**src/rtl/chw_pkg.sv**
```systemverilog
// Package for the core halt, hold and wait control block.
// Assumes one 250 MHz clock and an AXI4-Lite register port.
package chw_pkg;
  localparam logic [7:0] CHW_STATUS_OFF = 8'h00;
  localparam logic [7:0] CHW_CTRL_OFF = 8'h04;
  localparam logic [7:0] CHW_STATE_OFF = 8'h08;
  localparam logic [15:0] CHW_STATUS_RST = 16'h004c;
  localparam int CHW_IE_BIT = 15;
  localparam int CHW_IP_BIT = 14;
  localparam int CHW_CTRL_EMU_BIT = 0;
  localparam int CHW_CTRL_HALT_BIT = 1;
  localparam logic [1:0] CHW_RESP_OKAY = 2'b00;
  localparam logic [1:0] CHW_RESP_SLVERR = 2'b10;
  localparam int CHW_SLEEP_INSTR_CYCLES = 3;
  localparam logic [1:0] CHW_SLEEP_LAST = 2'h2;
  localparam logic [1:0] CHW_WAIT_PHASE = 2'h2;

  typedef enum logic [1:0] {CHW_INSTR_NONE, CHW_INSTR_SLEEP, CHW_INSTR_DEEP} chw_instr_t;

  typedef struct packed {
    logic bus_grant_ack_n;
    logic sleep_ack_n;
    logic irq_ack_n;
    logic irq_done_n;
  } chw_hs_t;

  typedef struct packed {
    logic ibus_oe;
    logic xybus_oe;
    logic addr_ctl_oe;
  } chw_bus_oe_t;
endpackage

```
**src/rtl/chw_core_control.sv**
```systemverilog
// Core suspend and resume control: sleep, deep sleep, hold, halt, wait states, interrupt flags.
// Assumes pins are synchronous to CLK_IN; registers over AXI4-Lite, one write and one read at a time.
//
// Decided for this implementation: the AXI4-Lite interface to the registers and the placing of the registers.
`timescale 1ns/100ps
module chw_core_control
(
  input wire logic CLK_IN,
  input wire logic RST_IN,
  input wire logic SLEEP_REQUEST_IN,
  input wire logic EXT_IRQ_N_IN,
  input wire logic BUS_REQ_N_IN,
  input wire logic WAIT_RELEASE_N_IN,
  input wire logic INSTR_SLEEP_IN,
  input wire logic INSTR_DEEP_IN,
  input wire logic INSTR_COND_IN,
  input wire logic RTI_DONE_IN,
  output logic CYCLE_CLOCK_OUT,
  output logic CYCLE_EN_OUT,
  output logic BUS_SWITCH_CLOCK_EN_OUT,
  output logic XFER_CLOCK_EN_OUT,
  output logic ALL_CLOCK_EN_OUT,
  output logic EXEC_EN_OUT,
  output logic SLEEP_ACK_N_OUT,
  output logic IRQ_ACK_N_OUT,
  output logic IRQ_DONE_N_OUT,
  output logic BUS_GRANT_ACK_N_OUT,
  output logic IBUS_OE_OUT,
  output logic XYBUS_OE_OUT,
  output logic ADDR_CTL_OE_OUT,
  input wire logic [7:0] S_AXI_AWADDR,
  input wire logic S_AXI_AWVALID,
  output logic S_AXI_AWREADY,
  input wire logic [31:0] S_AXI_WDATA,
  input wire logic [3:0] S_AXI_WSTRB,
  input wire logic S_AXI_WVALID,
  output logic S_AXI_WREADY,
  output logic [1:0] S_AXI_BRESP,
  output logic S_AXI_BVALID,
  input wire logic S_AXI_BREADY,
  input wire logic [7:0] S_AXI_ARADDR,
  input wire logic S_AXI_ARVALID,
  output logic S_AXI_ARREADY,
  output logic [31:0] S_AXI_RDATA,
  output logic [1:0] S_AXI_RRESP,
  output logic S_AXI_RVALID,
  input wire logic S_AXI_RREADY
);
  typedef enum logic [2:0] {ST_RUN, ST_SLEEP_PEND, ST_SLEEP, ST_DEEP, ST_HOLD_PEND, ST_HOLD, ST_HALT} chw_state_t;

  chw_state_t state_r, state_nxt;
  logic phase_r;
  logic [1:0] edge_cnt_r;
  logic [1:0] sleep_cnt_r;
  chw_pkg::chw_instr_t sleep_kind_r;
  logic sleep_pin_d_r, irq_pin_d_r;
  logic irq_edge_r;
  logic [15:0] status_r;
  logic emu_r, halt_req_r;
  chw_pkg::chw_hs_t hs_r;
  chw_pkg::chw_bus_oe_t oe_r;
  logic ack_active_r;
  logic wake_irq_r;
  logic [7:0] awaddr_r;
  logic aw_held_r, w_held_r;
  logic [31:0] wdata_r;
  logic [3:0] wstrb_r;

  // Cycle boundary: a cycle of two input clocks, held while wait is pending
  // Second edge of a cycle is the one that would close it; the counter reads one there
  wire stretch = (edge_cnt_r == (chw_pkg::CHW_WAIT_PHASE - 2'h1)) && WAIT_RELEASE_N_IN;
  wire clk_run = (state_r != ST_SLEEP) && (state_r != ST_DEEP);
  wire cycle_end = clk_run && phase_r && !stretch;
  wire cycle_start = cycle_end;
  wire sleep_fall = sleep_pin_d_r && !SLEEP_REQUEST_IN;
  wire irq_fall = irq_pin_d_r && !EXT_IRQ_N_IN;
  wire hold_req = cycle_start && !BUS_REQ_N_IN && !emu_r;
  wire sleep_pin_ok = sleep_fall && (state_r == ST_RUN) && !emu_r;
  wire sleep_instr_done = (sleep_kind_r != chw_pkg::CHW_INSTR_NONE) && cycle_end
                          && (sleep_cnt_r == chw_pkg::CHW_SLEEP_LAST);
  wire irq_take = cycle_start && status_r[chw_pkg::CHW_IP_BIT] && status_r[chw_pkg::CHW_IE_BIT]
                  && (state_r == ST_RUN) && !ack_active_r;
  wire wr_go = aw_held_r && w_held_r && !S_AXI_BVALID;
  wire wr_status = wr_go && (awaddr_r == chw_pkg::CHW_STATUS_OFF);
  wire wr_ctrl = wr_go && (awaddr_r == chw_pkg::CHW_CTRL_OFF);
  wire wr_ok = wr_status || wr_ctrl;
  wire [15:0] wr_mask = {{8{wstrb_r[1]}}, {8{wstrb_r[0]}}};
  wire [15:0] status_wr = (status_r & ~wr_mask) | (wdata_r[15:0] & wr_mask);
  wire rd_status = S_AXI_ARADDR == chw_pkg::CHW_STATUS_OFF;
  wire rd_ctrl = S_AXI_ARADDR == chw_pkg::CHW_CTRL_OFF;
  wire rd_state = S_AXI_ARADDR == chw_pkg::CHW_STATE_OFF;
  wire [31:0] rd_word = rd_status ? {16'h0000, status_r} :
                        rd_ctrl ? {30'h00000000, halt_req_r, emu_r} :
                        rd_state ? {25'h0000000, state_r, 1'b0, phase_r, SLEEP_ACK_N_OUT, BUS_GRANT_ACK_N_OUT}
                        : 32'h00000000;

  always_comb
  begin
    state_nxt = state_r;
    unique case (state_r)
      ST_RUN:
      begin
        if (hold_req)
          state_nxt = ST_HOLD_PEND;
        else if (sleep_pin_ok)
          state_nxt = ST_SLEEP_PEND;
        else if (sleep_instr_done)
          state_nxt = (sleep_kind_r == chw_pkg::CHW_INSTR_DEEP) ? ST_DEEP : ST_SLEEP;
        else if (emu_r && halt_req_r)
          state_nxt = ST_HALT;
      end
      ST_SLEEP_PEND:
        if (cycle_end)
          state_nxt = ST_SLEEP;
      ST_SLEEP, ST_DEEP:
        if (irq_edge_r)
          state_nxt = ST_RUN;
      ST_HOLD_PEND:
        if (cycle_end)
          state_nxt = BUS_REQ_N_IN ? ST_RUN : ST_HOLD;
      ST_HOLD:
        if (cycle_start && BUS_REQ_N_IN)
          state_nxt = ST_RUN;
      ST_HALT:
        if (!(emu_r && halt_req_r))
          state_nxt = ST_RUN;
      default:
        state_nxt = ST_RUN;
    endcase
  end

  always_ff @(posedge CLK_IN or posedge RST_IN)
  begin
    if (RST_IN)
    begin
      state_r <= ST_RUN;
      phase_r <= 1'b0;
      edge_cnt_r <= 2'h0;
    end
    else
    begin
      state_r <= state_nxt;
      if (!clk_run)
      begin
        phase_r <= 1'b0;
        edge_cnt_r <= 2'h0;
      end
      else if (cycle_end)
      begin
        phase_r <= 1'b0;
        edge_cnt_r <= 2'h0;
      end
      else if (stretch)
      begin
        phase_r <= 1'b0;
        edge_cnt_r <= 2'h0;
      end
      else
      begin
        phase_r <= ~phase_r;
        edge_cnt_r <= edge_cnt_r + 2'h1;
      end
    end
  end

  // Edge detectors run on the free clock so wake-up works with the cycle clock stopped
  always_ff @(posedge CLK_IN or posedge RST_IN)
  begin
    if (RST_IN)
    begin
      sleep_pin_d_r <= 1'b1;
      irq_pin_d_r <= 1'b1;
      irq_edge_r <= 1'b0;
    end
    else
    begin
      sleep_pin_d_r <= SLEEP_REQUEST_IN;
      irq_pin_d_r <= EXT_IRQ_N_IN;
      irq_edge_r <= irq_fall && !irq_edge_r && !clk_run;
    end
  end

  // Sleep instruction counter; a false condition drops the request
  always_ff @(posedge CLK_IN or posedge RST_IN)
  begin
    if (RST_IN)
    begin
      sleep_kind_r <= chw_pkg::CHW_INSTR_NONE;
      sleep_cnt_r <= 2'h0;
    end
    else if (sleep_instr_done || state_r != ST_RUN)
    begin
      sleep_kind_r <= chw_pkg::CHW_INSTR_NONE;
      sleep_cnt_r <= 2'h0;
    end
    else if (sleep_kind_r == chw_pkg::CHW_INSTR_NONE)
    begin
      if (cycle_start && INSTR_COND_IN && (INSTR_SLEEP_IN || INSTR_DEEP_IN))
        sleep_kind_r <= INSTR_DEEP_IN ? chw_pkg::CHW_INSTR_DEEP : chw_pkg::CHW_INSTR_SLEEP;
    end
    else if (cycle_end)
      sleep_cnt_r <= sleep_cnt_r + 2'h1;
  end

  // Status word, handshakes and bus enables
  always_ff @(posedge CLK_IN or posedge RST_IN)
  begin
    if (RST_IN)
    begin
      status_r <= chw_pkg::CHW_STATUS_RST;
      emu_r <= 1'b0;
      halt_req_r <= 1'b0;
      hs_r <= '{1'b1, 1'b1, 1'b1, 1'b1};
      oe_r <= '{1'b1, 1'b1, 1'b1};
      ack_active_r <= 1'b0;
      wake_irq_r <= 1'b0;
    end
    else
    begin
      if (wr_status)
        status_r <= status_wr;
      if (wr_ctrl)
      begin
        emu_r <= wdata_r[chw_pkg::CHW_CTRL_EMU_BIT];
        halt_req_r <= wdata_r[chw_pkg::CHW_CTRL_HALT_BIT];
      end
      // Trigger set wins over acknowledge and software clear
      if (irq_take)
        status_r[chw_pkg::CHW_IP_BIT] <= 1'b0;
      if (irq_fall || irq_edge_r)
        status_r[chw_pkg::CHW_IP_BIT] <= 1'b1;
      wake_irq_r <= irq_edge_r && status_r[chw_pkg::CHW_IE_BIT];
      if (irq_take)
      begin
        hs_r.irq_ack_n <= 1'b0;
        ack_active_r <= 1'b1;
      end
      else if (cycle_end && ack_active_r)
      begin
        hs_r.irq_ack_n <= 1'b1;
        ack_active_r <= 1'b0;
      end
      hs_r.irq_done_n <= !(RTI_DONE_IN && clk_run);
      hs_r.sleep_ack_n <= !((state_nxt == ST_SLEEP) || (state_nxt == ST_DEEP));
      hs_r.bus_grant_ack_n <= state_nxt != ST_HOLD;
      oe_r.ibus_oe <= !(state_nxt inside {ST_HOLD_PEND, ST_HOLD, ST_SLEEP, ST_DEEP});
      oe_r.xybus_oe <= !(state_nxt inside {ST_HOLD, ST_SLEEP, ST_DEEP});
      oe_r.addr_ctl_oe <= !(state_nxt inside {ST_HOLD, ST_SLEEP, ST_DEEP});
    end
  end

  // Cycle clock output keeps toggling in light sleep; only deep sleep stops it
  always_ff @(posedge CLK_IN or posedge RST_IN)
  begin
    if (RST_IN)
      CYCLE_CLOCK_OUT <= 1'b0;
    else if (state_r == ST_DEEP)
      CYCLE_CLOCK_OUT <= 1'b0;
    else
      CYCLE_CLOCK_OUT <= ~CYCLE_CLOCK_OUT;
  end

  assign CYCLE_EN_OUT = cycle_end;
  assign BUS_SWITCH_CLOCK_EN_OUT = clk_run;
  assign XFER_CLOCK_EN_OUT = clk_run;
  assign ALL_CLOCK_EN_OUT = state_r != ST_DEEP;
  assign EXEC_EN_OUT = cycle_end && (state_r == ST_RUN || state_r == ST_SLEEP_PEND
                       || state_r == ST_HOLD_PEND) && !wake_irq_r;
  assign SLEEP_ACK_N_OUT = hs_r.sleep_ack_n;
  assign IRQ_ACK_N_OUT = hs_r.irq_ack_n;
  assign IRQ_DONE_N_OUT = hs_r.irq_done_n;
  assign BUS_GRANT_ACK_N_OUT = hs_r.bus_grant_ack_n;
  assign IBUS_OE_OUT = oe_r.ibus_oe;
  assign XYBUS_OE_OUT = oe_r.xybus_oe;
  assign ADDR_CTL_OE_OUT = oe_r.addr_ctl_oe;

  // AXI4-Lite write side: address and data captured in either order
  assign S_AXI_AWREADY = !aw_held_r;
  assign S_AXI_WREADY = !w_held_r;
  always_ff @(posedge CLK_IN or posedge RST_IN)
  begin
    if (RST_IN)
    begin
      aw_held_r <= 1'b0;
      w_held_r <= 1'b0;
      awaddr_r <= 8'h00;
      wdata_r <= 32'h00000000;
      wstrb_r <= 4'h0;
      S_AXI_BVALID <= 1'b0;
      S_AXI_BRESP <= chw_pkg::CHW_RESP_OKAY;
    end
    else
    begin
      if (S_AXI_AWVALID && !aw_held_r)
      begin
        aw_held_r <= 1'b1;
        awaddr_r <= S_AXI_AWADDR;
      end
      if (S_AXI_WVALID && !w_held_r)
      begin
        w_held_r <= 1'b1;
        wdata_r <= S_AXI_WDATA;
        wstrb_r <= S_AXI_WSTRB;
      end
      if (wr_go)
      begin
        aw_held_r <= 1'b0;
        w_held_r <= 1'b0;
        S_AXI_BVALID <= 1'b1;
        S_AXI_BRESP <= wr_ok ? chw_pkg::CHW_RESP_OKAY : chw_pkg::CHW_RESP_SLVERR;
      end
      else if (S_AXI_BVALID && S_AXI_BREADY)
        S_AXI_BVALID <= 1'b0;
    end
  end

  // Read side: one cycle to data
  assign S_AXI_ARREADY = !S_AXI_RVALID;
  always_ff @(posedge CLK_IN or posedge RST_IN)
  begin
    if (RST_IN)
    begin
      S_AXI_RVALID <= 1'b0;
      S_AXI_RDATA <= 32'h00000000;
      S_AXI_RRESP <= chw_pkg::CHW_RESP_OKAY;
    end
    else if (S_AXI_ARVALID && !S_AXI_RVALID)
    begin
      S_AXI_RVALID <= 1'b1;
      S_AXI_RDATA <= rd_word;
      S_AXI_RRESP <= (rd_status || rd_ctrl || rd_state) ? chw_pkg::CHW_RESP_OKAY : chw_pkg::CHW_RESP_SLVERR;
    end
    else if (S_AXI_RVALID && S_AXI_RREADY)
      S_AXI_RVALID <= 1'b0;
  end
endmodule

```
**config.mk**
```make
export PLATFORM = sky130hd
export DESIGN_NAME = chw_core_control
export DESIGN_NICKNAME = d
export VERILOG_FILES = /design/src/rtl/chw_pkg.sv /design/src/rtl/chw_core_control.sv
export SDC_FILE = /design/constraint.sdc
export NUM_CORES = 1
export LEC_CHECK = 0
export BUFFER_PORTS_ARGS = -buffer_cell sky130_fd_sc_hd__buf_4
export CORE_MARGIN = 3
export CORE_UTILIZATION = 45
export CTS_CLUSTER_DIAMETER = 120
export CTS_CLUSTER_SIZE = 10
export DETAILED_ROUTE_END_ITERATION = 8
export PLACE_DENSITY = 0.84
export SKIP_CTS_REPAIR_TIMING = 1
export SYNTH_ARGS = -nofsm -noshare
export SYNTH_HDL_FRONTEND = slang
export SYNTH_SLANG_ARGS = --single-unit
```
**constraint.sdc**
```tcl
create_clock -name CLK_IN -period 2.3 [get_ports CLK_IN]
set_input_delay 0.115 -clock CLK_IN [delete_from_list [all_inputs] [get_ports CLK_IN]]
set_output_delay 0.115 -clock CLK_IN [all_outputs]
set_load 0.1 [all_outputs]
```
==> flow_summary_export.csv <==
group,metric,value,unit
placed_design,port_buffers,84,
routing,detail-route-antenna-nets,0,
global_routing,grt_use_total,16.92,%
timing,slew_viol_final,0,
finish,num_antenna_cells,0,
placed_design,placedCellCount,488,
yosys,synth_edf_count,0,
timing,tightest_slew,0.7234,ns
routing,drc,0,
timing,fmax,0.4807,GHz
yosys,synthArstFlopShare,100.0,%
pwr,p_per_area,1165,nW/um2
min_path,hp-class,"in -> reg",
floorplan,dieArea,9616,um2
setup_path,slowest_delay,0.52,ns
timing,fin_skew,0.01243,ns
floorplan,coreArea,7968,um2
setup_path,worstPathRequired,2.18,ns
routing,drtIter0Drc,59,
global_routing,antenna_found_initial,0,
routing,routedWlPerCell,16.25,um
yosys,synth_fa_ha_area_share,0.3281,%
floorplan,die-height,98.06,um
yosys,synth_compound_area_share,8.858,%
clock_tree,htreeDepth,3,
clock_tree,clk_pin_slew,0.08,ns
routing,num_vias,2766,
yosys,avgSynthCellArea,12.38,um2
finish,drive_gt1_share,41.28,%
yosys,syn_area,3814,um2
yosys,synth-seq-cells,88,
setup_path,crit_chain,"nor2b_2 > clkinvlp_4 > nand3_4 > clkinvlp_4 > buf_4",
global_routing,grt-ovfl-total,0,
placed_design,dp.final_hpwl,5.811,mm
floorplan,fp.dieW,98.06,um
timing,worst_hold_slack,0.05179,ns
timing,slew_headroom,51.68,%
clock_tree,cts_buffer_depth,2,
clock_tree,cts_buffers,9,
pwr,leakagePower,2.391,nW
finish,syn_to_final_growth,33.20,%
yosys,synthSimpleGateAreaFrac,10.99,%
finish,fin_nets,499,
yosys,synth_cells,308,
setup_path,cp.arrival,1.97,ns
finish,utilization,63.76,%
setup_path,crit_top_cell,"clkinvlp_4",
clock_tree,clk_latency,0.37,ns
timing,setup_viol,0,
yosys,synthMuxAreaShare,14.80,%
clock_tree,cts_num_sinks,88,
global_routing,grt_pass1_vias,2707,
placed_design,place_worst_setup_slack,0.4137,ns
yosys,synth_top_family_by_area,"multiplexers",
timing,rsz0062_at_grt,"no",
pwr,ir_drop,1024,uV
routing,wl,8.744,mm
setup_path,end_kind,"primary output",
floorplan,io_pins,121,
yosys,synth.distinct_cells,49,
clock_tree,cts_root_buf,"clkbuf_8",
clock_tree,cts_tree,"done",
timing,timing.final.ws_setup,0.2198,ns
global_routing,grt_max_degree,36,
floorplan,initial_core_util,47.86,%
yosys,synth_warnings,0,
timing,post-route-period-util,90.44,%
yosys,synth_seq_area_share,58.10,%
finish,finish.cell_count_without_fillers,538,
outcome,status,"finished, final reports clean",
timing,hold_viol,0,
timing,period_needed,2.080,ns
finish,fill_cells,604,
setup_path,slowest_stage,"dfrtp_1",
routing,firstDrtPassIters,4,
setup_path,crit_type,"reg -> out",
placed_design,place_congestion,0.8724,
yosys,ys.flop_type,"dfrtp_1",
routing,viasPerCell,5.141,
setup_path,worstPathMaxFanout,10,
floorplan,row_count,32,
flow_run,maxCapViolCount,0,
yosys,synth_xor_xnor_area_share,0.2297,%
setup_path,crit_path_start_kind,"flop",
global_routing,grt_pass1_wl,12.97,mm
## area by class of cell
type / count / area, um2 / share of cell area (%)
flip-flops and latches: 88 / 2217 / 43.65
multi-input cells: 191 / 1448 / 28.50
repair buffers: 125 / 1023 / 20.15
clock buffers: 10 / 137.6 / 2.709
well taps: 102 / 127.6 / 2.512
inverters: 16 / 75.07 / 1.478
clock inverters: 6 / 51.30 / 1.010
## final timing paths
path,endpoint,slack [ns],startpoint,cells after the start
min,sleep_kind_r[0],0.05,INSTR_COND_IN,3
min in group asynchronous,S_AXI_RDATA[3],0.42,RST_IN,3
max in group asynchronous,IRQ_DONE_N_OUT,1.17,RST_IN,4
max,CYCLE_EN_OUT,0.22,state_r[1],5
max reg2reg,flop,0.40,awaddr_r[7],4
min reg2reg,CYCLE_CLOCK_OUT,0.44,CYCLE_CLOCK_OUT,1
## cell usage after synthesis, types with 2 or more instances
library cell	instances	area (um2)
dfstp_2	11	289.0
clkbuf_1	6	22.52
buf_2	3	15.01
nor2b_1	7	43.79
o21a_1	2	15.01
nor4_1	3	18.77
o21ai_0	15	75.07
dfrtp_1	77	1927
nand4_1	3	18.77
nand3_1	2	10.01
a31oi_1	3	18.77
nand2_1	18	67.56
or3_1	2	12.51
nor3b_1	4	30.03
a21oi_1	9	45.04
inv_1	16	60.06
nor2_1	11	41.29
a41oi_1	2	17.52
mux2_2	43	484.2
a22o_1	10	87.58
nand3b_1	3	22.52
buf_4	20	150.1
mux2i_1	8	80.08
nor3_1	5	25.02
## worst max-delay path, delay by kind of cell, from the launching register on
kind                   cells  cell delay [ns]
and+or+nand+nor            2             0.44
DFF                        1             0.52
buffers and inverters      3             0.64
## metrics by stage
stage | total power, W | TNS (ns) | area (um2)
3_3_place_gp | 0.004768 | 0 | 4548
5_1_grt | 0.006242 | 0 | 5080
4_1_cts | 0.005876 | 0 | 4737
6_report | 0.005919 | 0 | 5080
2_1_floorplan | 0.004377 | -0.4084 | 3938
3_5_place_dp | 0.004853 | 0 | 4548
## cells in the final DEF, fill, tap and decap left out, types with 5 or more instances in the layout
cell            n
buf_4          91
dfrtp_1        76
mux2_2         43
dlygate4sd3_1  34
nand2_1        18
conb_1         18
o21ai_0        13
inv_1          12
dfstp_2        11
nor2_1         11
a22o_1         10
clkbuf_8       10
a21oi_1         9
mux2i_1         8
clkinvlp_4      7
nor2b_1         5
nor3_1          5
## layer usage
metal  global-route usage (%)  vias to the layer above  part of all wire, %
met1                    21.78                     1362                   42
met5                        0                        -                    0
met4                    7.348                        0                  1.6
met2                    26.65                       98                   51
li1                         -                     1293                    -
met3                    5.000                       13                  5.8
## power by group
part	total, W	switching (W)	internal (W)
clock network	0.00103	0.000593	0.000437
logic	0.00253	0.00174	0.000787
registers	0.00236	0.000351	0.00201
## cells by family after synthesis
| logic type | count (synthesis) |
|---|---|
| AOI/OAI and AO/OA | 49 |
| xor gates and xnor gates | 1 |
| adders and majority gates | 1 |
| buffers and inverters | 46 |
| DFF | 88 |
| muxes | 51 |
| other | 1 |
| and+or+nand+nor | 71 |
Power figures use the tool's default switching activity.
